`src/hdl/mbtcp_defs.svh`:
```
`ifndef MBTCP_DEFS_SVH
`define MBTCP_DEFS_SVH

`define MB_HDR_BYTES 16'h0007
`define MB_LEN_OFS 16'h0006
`define MB_PROTO_ID 16'h0000
`define MB_UNIT_ID 8'h00
`define MB_FC_RD_HOLD 8'h03
`define MB_FC_RD_INPUT 8'h04
`define MB_FC_WR_SINGLE 8'h06
`define MB_FC_WR_MULTI 8'h10
`define MB_FC_RW_MULTI 8'h17
`define MB_FC_ENCAP 8'h2B
`define MB_FC_DICT 8'h65
`define MB_FC_ARRAY 8'h66
`define MB_SUB_ENCAP 8'h0D
`define MB_SUB_START 8'h55
`define MB_SUB_NEXT 8'hAA
`define MB_EXC_FLAG 8'h80
`define MB_EXC_FUNC 8'h01
`define MB_EXC_ADDR 8'h02
`define MB_EXC_VALUE 8'h03
`define MB_EXC_FAIL 8'h04
`define MB_REQ_LEN 16'h0006
`define MB_EXC_LEN 16'h0003
`define MB_RD_LEN_BASE 16'h0003
`define MB_RD_MAX 16'h007D
`define MB_CAP_BYTES 4'hC
`define MB_BYTE_TID_HI 16'h0000
`define MB_BYTE_TID_LO 16'h0001
`define MB_BYTE_LEN_HI 16'h0004
`define MB_BYTE_LEN_LO 16'h0005
`define MB_BYTE_FC 16'h0007
`define MB_BYTE_P0 16'h0008
`define MB_BYTE_P1 16'h0009
`define MB_BYTE_P2 16'h000A
`define MB_BYTE_P3 16'h000B

`endif

```
`src/hdl/mbtcp_pkg.sv`:
```
package mbtcp_pkg;

    typedef struct packed {
        logic [15:0] tid;
        logic [15:0] pid;
        logic [15:0] len;
        logic [7:0] uid;
        logic [7:0] fc;
        logic [15:0] word0;
        logic [15:0] word1;
    } mb_hdr_t;

    typedef struct packed {
        logic valid;
        logic last;
        logic [7:0] data;
    } mb_byte_t;

    typedef enum {
        ST_IDLE,
        ST_CHECK,
        ST_READ,
        ST_WRITE,
        ST_SEND
    } srv_state_t;

endpackage

```
`src/hdl/mbtcp_server.sv`:
```
`timescale 1ns/10ps
`include "mbtcp_defs.svh"
// Contract
// - Seven-byte header precedes every message
// - Reply echoes request transaction identifier
// - Protocol identifier is always zero
// - Length counts unit, function, data bytes
// - Unit identifier is always zero
// - Accept codes 03,04,06,16,23,43/13; code answers 16, 23 and 43/13 with exception 04
// - Accept 101/102 with subfunctions 85/170; code answers these with exception 04
// - Read request length 6, count 1..7D
// - Read reply: byte count 2M, length 3+2M
// - Failure reply length 3, code|80, exception
// - Process data reads need 4-byte alignment
// - Single write length 6, address, value
// - Single write reply echoes the request
// - Single write targets process data objects
// - TCP port 502, one client, no CRC
// - Fields big-endian except 2B/65/66 data

module mbtcp_server
    import mbtcp_pkg::*;
#(
    parameter int MAX_REGS = 125
) (
    input wire logic clk_sys,
    input wire logic srst,
    input wire mb_byte_t rx,
    output logic rx_ready,
    output mb_byte_t tx,
    input wire logic tx_ready,
    output logic acc_req,
    output logic acc_write,
    output logic acc_input,
    output logic [15:0] acc_addr,
    output logic [15:0] acc_wdata,
    input wire logic acc_ack,
    input wire logic acc_err,
    input wire logic acc_pdo,
    input wire logic [15:0] acc_rdata
);
    localparam int IW = $clog2(MAX_REGS);

    srv_state_t state;
    mb_hdr_t hdr;
    logic [15:0] nbytes;
    logic frame_done;
    logic [15:0] regs [MAX_REGS];
    logic [IW-1:0] idx;
    logic is_exc;
    logic [7:0] exc_code;
    logic [15:0] rsp_len;
    logic [15:0] tx_idx;
    logic [7:0] next_byte;
    logic [15:0] next_idx;
    logic chk_drop;
    logic chk_exc;
    logic [7:0] chk_code;
    logic tx_go;

    // Request bytes are held off while a request is being served
    frame_capture u_capture (
        .clk_sys(clk_sys),
        .srst(srst),
        .rx(rx),
        .rx_ready(rx_ready),
        .hold(state != ST_IDLE),
        .hdr(hdr),
        .nbytes(nbytes),
        .done(frame_done)
    );

    // Request validation
    always_comb begin
        chk_drop = 1'b0;
        chk_exc = 1'b0;
        chk_code = `MB_EXC_FUNC;
        if (nbytes < `MB_HDR_BYTES + 16'h0001 || hdr.pid != `MB_PROTO_ID
            || hdr.uid != `MB_UNIT_ID
            || hdr.len != nbytes - `MB_LEN_OFS) begin
            chk_drop = 1'b1;
        end else begin
            case (hdr.fc)
                `MB_FC_RD_HOLD, `MB_FC_RD_INPUT: begin
                    if (hdr.len != `MB_REQ_LEN || hdr.word1 == 16'h0000
                        || hdr.word1 > `MB_RD_MAX || hdr.word1 > 16'(MAX_REGS)) begin
                        chk_exc = 1'b1;
                        chk_code = `MB_EXC_VALUE;
                    end
                end
                `MB_FC_WR_SINGLE: begin
                    if (hdr.len != `MB_REQ_LEN) begin
                        chk_exc = 1'b1;
                        chk_code = `MB_EXC_VALUE;
                    end
                end
                `MB_FC_WR_MULTI, `MB_FC_RW_MULTI: begin
                    chk_exc = 1'b1;
                    chk_code = `MB_EXC_FAIL;
                end
                `MB_FC_ENCAP: begin
                    chk_exc = 1'b1;
                    chk_code = (hdr.word0[15:8] == `MB_SUB_ENCAP) ? `MB_EXC_FAIL : `MB_EXC_FUNC;
                end
                `MB_FC_DICT, `MB_FC_ARRAY: begin
                    chk_exc = 1'b1;
                    chk_code = (hdr.word0[15:8] == `MB_SUB_START
                        || hdr.word0[15:8] == `MB_SUB_NEXT) ? `MB_EXC_FAIL : `MB_EXC_FUNC;
                end
                default: begin
                    chk_exc = 1'b1;
                    chk_code = `MB_EXC_FUNC;
                end
            endcase
        end
    end

    assign tx_go = tx.valid && tx_ready;

    // Server sequence
    always_ff @(posedge clk_sys) begin
        if (srst) begin
            state <= ST_IDLE;
            idx <= '0;
            is_exc <= 1'b0;
            exc_code <= 8'h00;
        end else begin
            case (state)
                ST_IDLE: begin
                    idx <= '0;
                    if (frame_done) begin
                        state <= ST_CHECK;
                    end
                end
                ST_CHECK: begin
                    is_exc <= chk_exc;
                    exc_code <= chk_code;
                    if (chk_drop) begin
                        state <= ST_IDLE;
                    end else if (chk_exc) begin
                        state <= ST_SEND;
                    end else if (hdr.fc == `MB_FC_WR_SINGLE) begin
                        state <= ST_WRITE;
                    end else begin
                        state <= ST_READ;
                    end
                end
                ST_READ: begin
                    if (acc_ack) begin
                        if (acc_err || (acc_pdo && hdr.word0[0])) begin
                            is_exc <= 1'b1;
                            exc_code <= `MB_EXC_ADDR;
                            state <= ST_SEND;
                        end else if (16'(idx) == hdr.word1 - 16'h0001) begin
                            state <= ST_SEND;
                        end else begin
                            idx <= idx + 1'b1;
                        end
                    end
                end
                ST_WRITE: begin
                    if (acc_ack) begin
                        if (acc_err || !acc_pdo) begin
                            is_exc <= 1'b1;
                            exc_code <= `MB_EXC_ADDR;
                        end
                        state <= ST_SEND;
                    end
                end
                ST_SEND: begin
                    if (tx_go && tx.last) begin
                        state <= ST_IDLE;
                    end
                end
                default: begin
                    state <= ST_IDLE;
                end
            endcase
        end
    end

    // Read data store
    always_ff @(posedge clk_sys) begin
        if (state == ST_READ && acc_ack) begin
            regs[idx] <= acc_rdata;
        end
    end

    assign acc_req = (state == ST_READ) || (state == ST_WRITE);
    assign acc_write = (state == ST_WRITE);
    assign acc_input = (hdr.fc == `MB_FC_RD_INPUT);
    assign acc_addr = hdr.word0 + 16'(idx);
    assign acc_wdata = hdr.word1;

    // Reply length field
    always_comb begin
        if (is_exc) begin
            rsp_len = `MB_EXC_LEN;
        end else if (hdr.fc == `MB_FC_WR_SINGLE) begin
            rsp_len = `MB_REQ_LEN;
        end else begin
            rsp_len = `MB_RD_LEN_BASE + {hdr.word1[14:0], 1'b0};
        end
    end

    assign next_idx = (state == ST_SEND) ? tx_idx + 16'h0001 : 16'h0000;

    // Reply byte at a position, big-endian
    always_comb begin
        next_byte = 8'h00;
        case (next_idx)
            `MB_BYTE_TID_HI: next_byte = hdr.tid[15:8];
            `MB_BYTE_TID_LO: next_byte = hdr.tid[7:0];
            `MB_BYTE_LEN_HI: next_byte = rsp_len[15:8];
            `MB_BYTE_LEN_LO: next_byte = rsp_len[7:0];
            `MB_BYTE_FC: next_byte = is_exc ? (hdr.fc | `MB_EXC_FLAG) : hdr.fc;
            `MB_BYTE_P0: begin
                if (is_exc) begin
                    next_byte = exc_code;
                end else if (hdr.fc == `MB_FC_WR_SINGLE) begin
                    next_byte = hdr.word0[15:8];
                end else begin
                    next_byte = {hdr.word1[6:0], 1'b0};
                end
            end
            default: begin
                if (next_idx < `MB_HDR_BYTES) begin
                    next_byte = 8'h00;
                end else if (hdr.fc == `MB_FC_WR_SINGLE) begin
                    case (next_idx)
                        `MB_BYTE_P1: next_byte = hdr.word0[7:0];
                        `MB_BYTE_P2: next_byte = hdr.word1[15:8];
                        `MB_BYTE_P3: next_byte = hdr.word1[7:0];
                        default: next_byte = 8'h00;
                    endcase
                end else begin
                    next_byte = next_idx[0] ? regs[IW'((next_idx - `MB_BYTE_P1) >> 1)][15:8]
                        : regs[IW'((next_idx - `MB_BYTE_P1) >> 1)][7:0];
                end
            end
        endcase
    end

    // Transmit register; total reply size is length plus six
    always_ff @(posedge clk_sys) begin
        if (srst) begin
            tx <= '0;
            tx_idx <= 16'h0000;
        end else if (state != ST_SEND) begin
            tx <= '0;
            tx_idx <= 16'h0000;
        end else if (!tx.valid || tx_go) begin
            if (tx_go && tx.last) begin
                tx <= '0;
            end else begin
                tx_idx <= tx.valid ? next_idx : 16'h0000;
                tx.valid <= 1'b1;
                tx.data <= tx.valid ? next_byte : hdr.tid[15:8];
                tx.last <= (tx.valid ? next_idx : 16'h0000) == rsp_len + `MB_LEN_OFS - 16'h0001;
            end
        end
    end

endmodule // mbtcp_server

```
`src/hdl/frame_capture.sv`:
```
`timescale 1ns/10ps
`include "mbtcp_defs.svh"

module frame_capture
    import mbtcp_pkg::*;
(
    input wire logic clk_sys,
    input wire logic srst,
    input wire mb_byte_t rx,
    output logic rx_ready,
    input wire logic hold,
    output mb_hdr_t hdr,
    output logic [15:0] nbytes,
    output logic done
);
    logic [15:0] count;
    logic take;

    assign rx_ready = !hold && !done;
    assign take = rx.valid && rx_ready;

    // Byte counter, cleared at each frame end
    always_ff @(posedge clk_sys) begin
        if (srst) begin
            count <= 16'h0000;
            nbytes <= 16'h0000;
        end else if (take) begin
            count <= rx.last ? 16'h0000 : count + 16'h0001;
            if (rx.last) begin
                nbytes <= count + 16'h0001;
            end
        end
    end

    always_ff @(posedge clk_sys) begin
        if (srst) begin
            done <= 1'b0;
        end else begin
            done <= take && rx.last;
        end
    end

    // Header fields are big-endian: high byte first
    always_ff @(posedge clk_sys) begin
        if (srst) begin
            hdr <= '0;
        end else if (take && count < 16'(`MB_CAP_BYTES)) begin
            hdr <= mb_hdr_t'({hdr[$bits(mb_hdr_t)-9:0], rx.data});
        end
    end

endmodule // frame_capture

```
`config.mk`:
```
export PLATFORM = sky130hd
export DESIGN_NAME = mbtcp_server
export DESIGN_NICKNAME = d
export VERILOG_FILES = /design/src/hdl/mbtcp_pkg.sv /design/src/hdl/mbtcp_server.sv /design/src/hdl/frame_capture.sv
export VERILOG_INCLUDE_DIRS = /design/src /design/src/hdl
export SDC_FILE = /design/constraint.sdc
export NUM_CORES = 2
export LEC_CHECK = 0
export ABC_AREA = 1
export CORE_MARGIN = 2
export CORE_UTILIZATION = 58
export DETAILED_ROUTE_END_ITERATION = 7
export DONT_BUFFER_PORTS = 1
export GPL_TIMING_DRIVEN = 0
export PLACE_DENSITY = 0.74
export SETUP_SLACK_MARGIN = 0.5
export SLEW_MARGIN = 20
export SYNTH_ARGS = -nofsm -noshare
export SYNTH_HDL_FRONTEND = slang
export SYNTH_SLANG_ARGS = --single-unit
```
`constraint.sdc`:
```
create_clock -name clk_sys -period 4.6 [get_ports clk_sys]
set_input_delay 0 -clock clk_sys [delete_from_list [all_inputs] [get_ports clk_sys]]
set_output_delay 0 -clock clk_sys [all_outputs]
set_load 0.01 [all_outputs]
```
Word-level counts from Yosys, hierarchy flattened
Memories as Yosys holds them, arrays and structs flattened.
Cells that the tools add are included.
Widths: inputs -> output; s select.
{"block": "op_classes", "div": 0, "n_shift": 0, "addsub": 10, "bitwise_logic": 1, "n_mul": 0, "n_eq_ne": 40, "order_cmp": 4, "n_reduce_logical": 40, "n_mux": 52}
{"cell": "$mux 32", "count": 6}
{"cell": "$pmux 32 s5", "count": 1}
{"cell": "$eq 32x3->1 const B", "count": 3}
{"cell": "$mux 8", "count": 12}
{"cell": "$mux 16", "count": 5}
{"cell": "$eq 16x4->1 const B", "count": 4}
{"cell": "$eq 32x2->1 const B", "count": 2}
{"cell": "$eq 16x3->1 const B", "count": 3}
{"cell": "$pmux 8 s3", "count": 2}
{"cell": "$pmux 8 s6", "count": 1}
{"cell": "$pmux 8 s5", "count": 1}
{"cell": "$add 16x1->16 const B", "count": 2}
{"cell": "$eq 32x1->1 const B", "count": 1}
{"cell": "$eq 32x4->1 const B", "count": 1}
{"cell": "$logic_not 16->1", "count": 2}
{"cell": "$logic_not 32->1", "count": 1}
{"cell": "$lt 16x4->1 const B", "count": 2}
{"cell": "$ne 32x4->1 const B", "count": 1}
{"cell": "$reduce_bool 32->1", "count": 1}
{"cell": "$sub 16x1->16 const B", "count": 2}
{"cell": "$eq 8x7->1 const B", "count": 3}
{"cell": "$mux 7", "count": 3}
{"cell": "$add 16x3->16 const B", "count": 1}
{"cell": "$add 16x7->16", "count": 1}
{"cell": "39 further kinds", "count": 86}
{"block": "totals", "elab_cells": 166, "n_memories": 1, "input_bits": 32, "ram_bits": 2000, "register_bits": 203, "out_inout_bits": 46, "latch_bits": 0, "rom_bits": 0}
{"memory": "regs", "words": 125, "width": 16, "rd": 1, "rd_clocked_by_memory_dff": 0, "write_ports": 1, "line": "mbtcp_server.sv:48", "rtl": "logic [15:0] regs [MAX_REGS];"}

Logic depth before layout (Yosys ltp)
{"block": "depth", "word_depth": 10, "ltp_mapped": 26, "ltp_nobuf": 25}

Hierarchy
Synthesis repeated with hierarchy kept, for this count alone.
{"block": "hier_totals", "cells_unflattened": 8095, "hier_area_um2": 94780.9}
{"mod": "mbtcp_server", "seq_area_each_um2": 60858.4, "area_per_inst_um2": 89096.7, "instances": 1, "cells_each": 7332}
{"mod": "frame_capture", "seq_area_each_um2": 2582.5, "area_per_inst_um2": 5684.2, "instances": 1, "cells_each": 763}

Worst setup path after synthesis
No wires, ideal clock.
{"block": "synth_timing", "path_kind": "register to register", "startpoint": "register tx_idx[0]", "endpoint": "register tx[4] (netlist bit)", "n_path_buf": 6, "path_stages_with_launch": 25, "required_ns": 4.469, "path_slack_ns": 1.300, "setup_ns": 0.131, "arrival_time_ns": 3.169, "synth_period_minus_slack_ns": 3.300, "cell_sequence": "dfxtp_1 -> inv_1 -> nand3_1 -> clkbuf_1 -> inv_2 -> ha_1 -> buf_4 -> buf_4 -> buf_2 -> buf_2 -> buf_2 -> mux2i_1 -> nand2_1 -> nand3_1 -> nand3_1 -> nand3_1 -> nand3_1 -> nand3_1 -> nand3_1 -> nand2_1 -> nand2_1 -> nand3_1 -> nand2_1 -> nand2_1 -> a21oi_2"}
{"block": "synth_via", "elab_chain_len": 10, "word_cells_on_any_way": 21, "cone_classes": "add/sub (2); order compare (1); eq/ne (8); mux (8); reduce/logical (1); memory (1)"}
{"element": "start: declaration", "line": "mbtcp_server.sv:53", "rtl": "logic [15:0] tx_idx;"}
{"element": "start signal: assignment", "line": "mbtcp_server.sv:256", "rtl": "tx_idx <= tx.valid ? next_idx : 16'h0000;"}
{"element": "$add 16x1->16 *", "line": "mbtcp_server.sv:206", "rtl": "assign next_idx = (state == ST_SEND) ? tx_idx + 16'h0001 : 16'h0000;"}
{"element": "$mux 16 *", "line": "mbtcp_server.sv:206"}
{"element": "$sub 8x4->8 (no source line)"}
{"element": "$mem_v2 125x16"}
{"element": "$mux 8", "line": "mbtcp_server.sv:237", "rtl": "next_byte = next_idx[0] ? regs[IW'((next_idx - `MB_BYTE_P1) >> 1)][15:8]"}
{"element": "$mux 8", "line": "mbtcp_server.sv:229", "rtl": "end else if (hdr.fc == `MB_FC_WR_SINGLE) begin"}
{"element": "$mux 8", "line": "mbtcp_server.sv:227", "rtl": "if (next_idx < `MB_HDR_BYTES) begin"}
{"element": "$pmux 8 s6 *", "line": "mbtcp_server.sv:211", "rtl": "case (next_idx)"}
{"element": "$mux 8 *", "line": "mbtcp_server.sv:258", "rtl": "tx.data <= tx.valid ? next_byte : hdr.tid[15:8];"}
{"element": "$mux 10 *", "line": "mbtcp_server.sv:253", "rtl": "if (tx_go && tx.last) begin"}
{"element": "end: declaration", "line": "mbtcp_server.sv:30", "rtl": "output mb_byte_t tx,"}
Mark *: on every way between the ends. The rest lies on a longest branch, timed or not.
A chain may end at the register's enable or synchronous reset.

Worst setup path after layout
{"block": "layout_timing", "startpoint": "register state[1]", "endpoint": "register tx[5] (netlist bit)"}
{"block": "layout_via", "elab_chain_len": 10, "word_cells_on_any_way": 23, "cone_classes": "add/sub (1); order compare (1); eq/ne (10); mux (8); reduce/logical (2); memory (1)"}
{"element": "start: declaration", "line": "mbtcp_server.sv:44", "rtl": "srv_state_t state;"}
{"element": "start signal: assignment", "line": "mbtcp_server.sv:123", "rtl": "state <= ST_IDLE;"}
{"element": "start signal: assignment", "line": "mbtcp_server.sv:132", "rtl": "state <= ST_CHECK;"}
{"element": "start signal: assignment", "line": "mbtcp_server.sv:139", "rtl": "state <= ST_IDLE;"}
{"element": "$eq 32x4->1", "line": "mbtcp_server.sv:206"}
{"element": "$mux 16", "line": "mbtcp_server.sv:206"}
{"element": "$sub 8x4->8 (no source line)"}
{"element": "$mem_v2 125x16"}
{"element": "$mux 8", "line": "mbtcp_server.sv:237"}
{"element": "$mux 8", "line": "mbtcp_server.sv:229"}
{"element": "$mux 8", "line": "mbtcp_server.sv:227"}
{"element": "$pmux 8 s6", "line": "mbtcp_server.sv:211"}
{"element": "$mux 8", "line": "mbtcp_server.sv:258"}
{"element": "$mux 10", "line": "mbtcp_server.sv:253"}
Several ways; a longest one is shown, not always the timed one.

==> flow_summary_export.csv <==
group,metric,value,unit
outcome,status,"complete, no violations",
timing,tightest_slew,1200,ps
setup_path,arrival,5160,ps
run,drv_cap,0,
layout,utilization,0.6842,
die,initial_core_util,0.5840,
timing,maxSlewHeadroom,0.1998,
timing,period_share,0.9611,
synth,synthCells,7934,
timing,hold_violations,0,
timing,grt_setup_unrepaired,"yes",
layout,mostFrequentLayoutCell,"edfxtp_1",
setup_path,end_kind,"flop",
synth,synthArstFlopShare,0,
drt,antenna_left,0,
setup_path,required,5340,ps
timing,period_minus_slack,4421,ps
clock_network,clk_latency,900,ps
power_and_ir_drop,p_per_area,461.5,mW/mm²
layout,syn_to_final_growth,17.16,%
timing,slew_violations,0,
layout,layout_common_cells,"2000 x edfxtp_1, 1818 x nand2_1, 888 x nand3_1",
die,die_x,406.1,µm
layout,fin_nets,8393,
global_route,grt_pass1_vias,63410,
global_route,grt.total_usage,0.4221,
drt,vias_per_cell,6.377,
setup_path,start_kind,"flop",
synth,synth-seq-cells,2169,
placement,dpl.cell_count,10190,
power_and_ir_drop,worst_ir_drop_vdd,0.0004533,V
power_and_ir_drop,p_total,0.05070,W
layout,multi_input_area,0.02840,mm²
placement,numPortBuffers,0,
clock_network,clockBufferDepth,3,
layout,regArea,0.06345,mm²
die,pin_count,78,
layout,fillers,11340,
timing,clock_skew,74.73,ps
timing,setup_viol,0,
setup_path,critPathKind,"reg -> reg",
setup_path,path_max_fanout,11,
global_route,grtUsageMet1,0.5391,
synth,synth_ff_type,"edfxtp_1",
synth,synth_nets,7988,
clock_network,ctsRootBufferMaster,"clkbuf_16",
die,placeableCoreArea,0.1606,mm²
layout,drive_gt1_frac,0.1530,
worst_hold_path,hold_class,"in -> reg",
drt,vias,68150,
global_route,grtUsageMet3,0.1414,
synth,postSynthAreaPerCell,11.82,µm²
global_route,grt_max_degree,126,
global_route,grt-ovfl-total,0,
synth,seq_area_frac_synth,0.6766,
die,die_area,0.1649,mm²
drt,route.detailed.wl_per_inst,33.13,µm
timing,fmax,226.2,MHz
drt,drc,0,
clock_network,clock_sinks,2169,
clock_network,cts_htree_levels,4,
clock_network,cts_tree,"yes",
synth,netlist_area,0.09377,mm²
synth,synth_edf_count,2000,
global_route,grt_first_pass_wirelength,478.1,mm
drt,first_iter_violations,11380,
die,die_h,406.1,µm
layout,finalNonFillerCells,10690,
global_route,grt.busiest_layer,"met2",
placement,gp_congestion,1.091,
clock_network,cts_buffers,211,
synth,yosysWarnings,0,
placement,hpwlAfterDp,241.8,mm
global_route,grt_util_met2,0.6285,
power_and_ir_drop,leakage,44.45,nW
drt,dr.pass1.iters,6,
die,fp-row-count,147,
clock_network,clk_pin_slew,60,ps
drt,drt-total-wl,354.1,mm
synth,synth_cell_type_count,56,
global_route,antenna_found_initial,28,
[worst max-delay path, cell delays in order (launching register included)]
cell       delay (ps)
dfxtp_2           360
nor2_4            190
nand3_1           160
buf_8             170
inv_6             150
ha_1              200
buf_12            180
buf_16            230
buf_16            230
clkbuf_16         230
buf_4             330
mux2i_1           230
nand2_1            70
nand3_1            90
nand3_1           220
nand3_1           170
nand3_1           110
nand3_1           170
nand3_1           100
nand2_2           160
nand2_1           100
nand3_2           130
nand2_1            80
nand2_1            70
a21oi_1            60
[per-layer routing]
layer | share of wire | vias up
li1 | - | 28750
met3 | 0.14 | 1015
met2 | 0.44 | 5049
met1 | 0.35 | 33320
met4 | 0.072 | 18
met5 | 0.00038 | -
[through the flow]
step / setup TNS [ps] / cell area, µm² / hold slack [ps] / setup WS, ps
final: 0 / 109900 / 69.30 / 179.1
after global routing: 0 / 109800 / 87.91 / 174.5
after CTS: 0 / 108300 / 5.238 / 55.02
after detailed placement: -23350 / 99240 / 105.0 / -1869
after global placement: -1056040 / 96470 / 110.7 / -1827
after floorplan: 0 / 93770 / 98.87 / 1300
[final cells by class]
type	instances	area share
buffer	460	0.03086
antenna	14	0.0003189
timing repair buffer	192	0.03083
clock inverter	109	0.01093
sequential	2169	0.5775
inverter	423	0.01450
clock buffer	277	0.05193
tap	2160	0.02460
multi-input combinational	4882	0.2585
[registers in the layout (all words and copies together) (netlist names)]
name	count
is_exc	1
tx	10
tx_idx	16
u_capture.hdr	96
exc_code	3
u_capture.nbytes	16
regs	2000
u_capture.count	16
state	3
u_capture.done	1
idx	7
[logic make-up after synthesis]
kind of cell / Yosys count / synth area share
AO/OA/AOI/OAI: 582 / 0.03220
XOR/XNOR: 70 / 0.006845
adder cells (fa/ha/maj): 22 / 0.003016
buffers and inverters: 883 / 0.04055
flip-flops: 2169 / 0.6766
multiplexers: 804 / 0.08724
AND/OR/NAND/NOR: 3404 / 0.1536
[final timing paths]
path,start,to,slack (ps),cells after the start
setup / recovery,state[1],tx[5],180,24
hold / removal,tx_ready,tx[8],70,4
setup reg to reg,state[1],tx[5],180,24
hold reg to reg,u_capture.hdr[70],u_capture.hdr[78],470,2
[where the power goes]
part	internal (W)	switching [W]
Clock	0.00976	0.00762
Sequential	0.0219	0.000528
Combinational	0.00313	0.00775
Total	0.0348	0.0159
[cells in the mapped netlist (all sizes together), types with 3 or more instances]
| cell | number | area (µm²) |
|---|---|---|
| edfxtp | 2000 | 60060 |
| nand2 | 1908 | 7204 |
| nand3 | 1010 | 5080 |
| mux2i | 698 | 6987 |
| inv | 422 | 1584 |
| nor2 | 390 | 1529 |
| buf | 320 | 1689 |
| o21ai | 298 | 1495 |
| a21oi | 244 | 1225 |
| dfxtp | 169 | 3383 |
| clkbuf | 140 | 525.5 |
| mux2 | 106 | 1194 |
| xor2 | 52 | 470.5 |
| nor3 | 37 | 206.5 |
| nand4 | 34 | 219.0 |
| ha | 21 | 262.8 |
| xnor2 | 17 | 148.9 |
| nor4 | 15 | 93.84 |
| o211ai | 8 | 60.06 |
| o22ai | 6 | 37.54 |
| or2 | 6 | 37.53 |
| a211oi | 5 | 37.54 |
| a31oi | 4 | 25.02 |
| o21bai | 4 | 30.03 |
| a22oi | 3 | 22.52 |
| nand3b | 3 | 26.27 |
[what timing repair did]
| item | 4_1_cts | 5_1_grt |
|---|---|---|
| setup endpoints to repair | 1226 | 818 |
| setup buffers | 19 | 11 |
| resized for setup | 310 | 351 |
| cloned | 0 | 5 |
| hold buffers | 63 | 0 |
| pin swaps | 12 | 20 |
| hold endpoints to repair | 2182 | 0 |
Power figures use the tool's default switching activity.
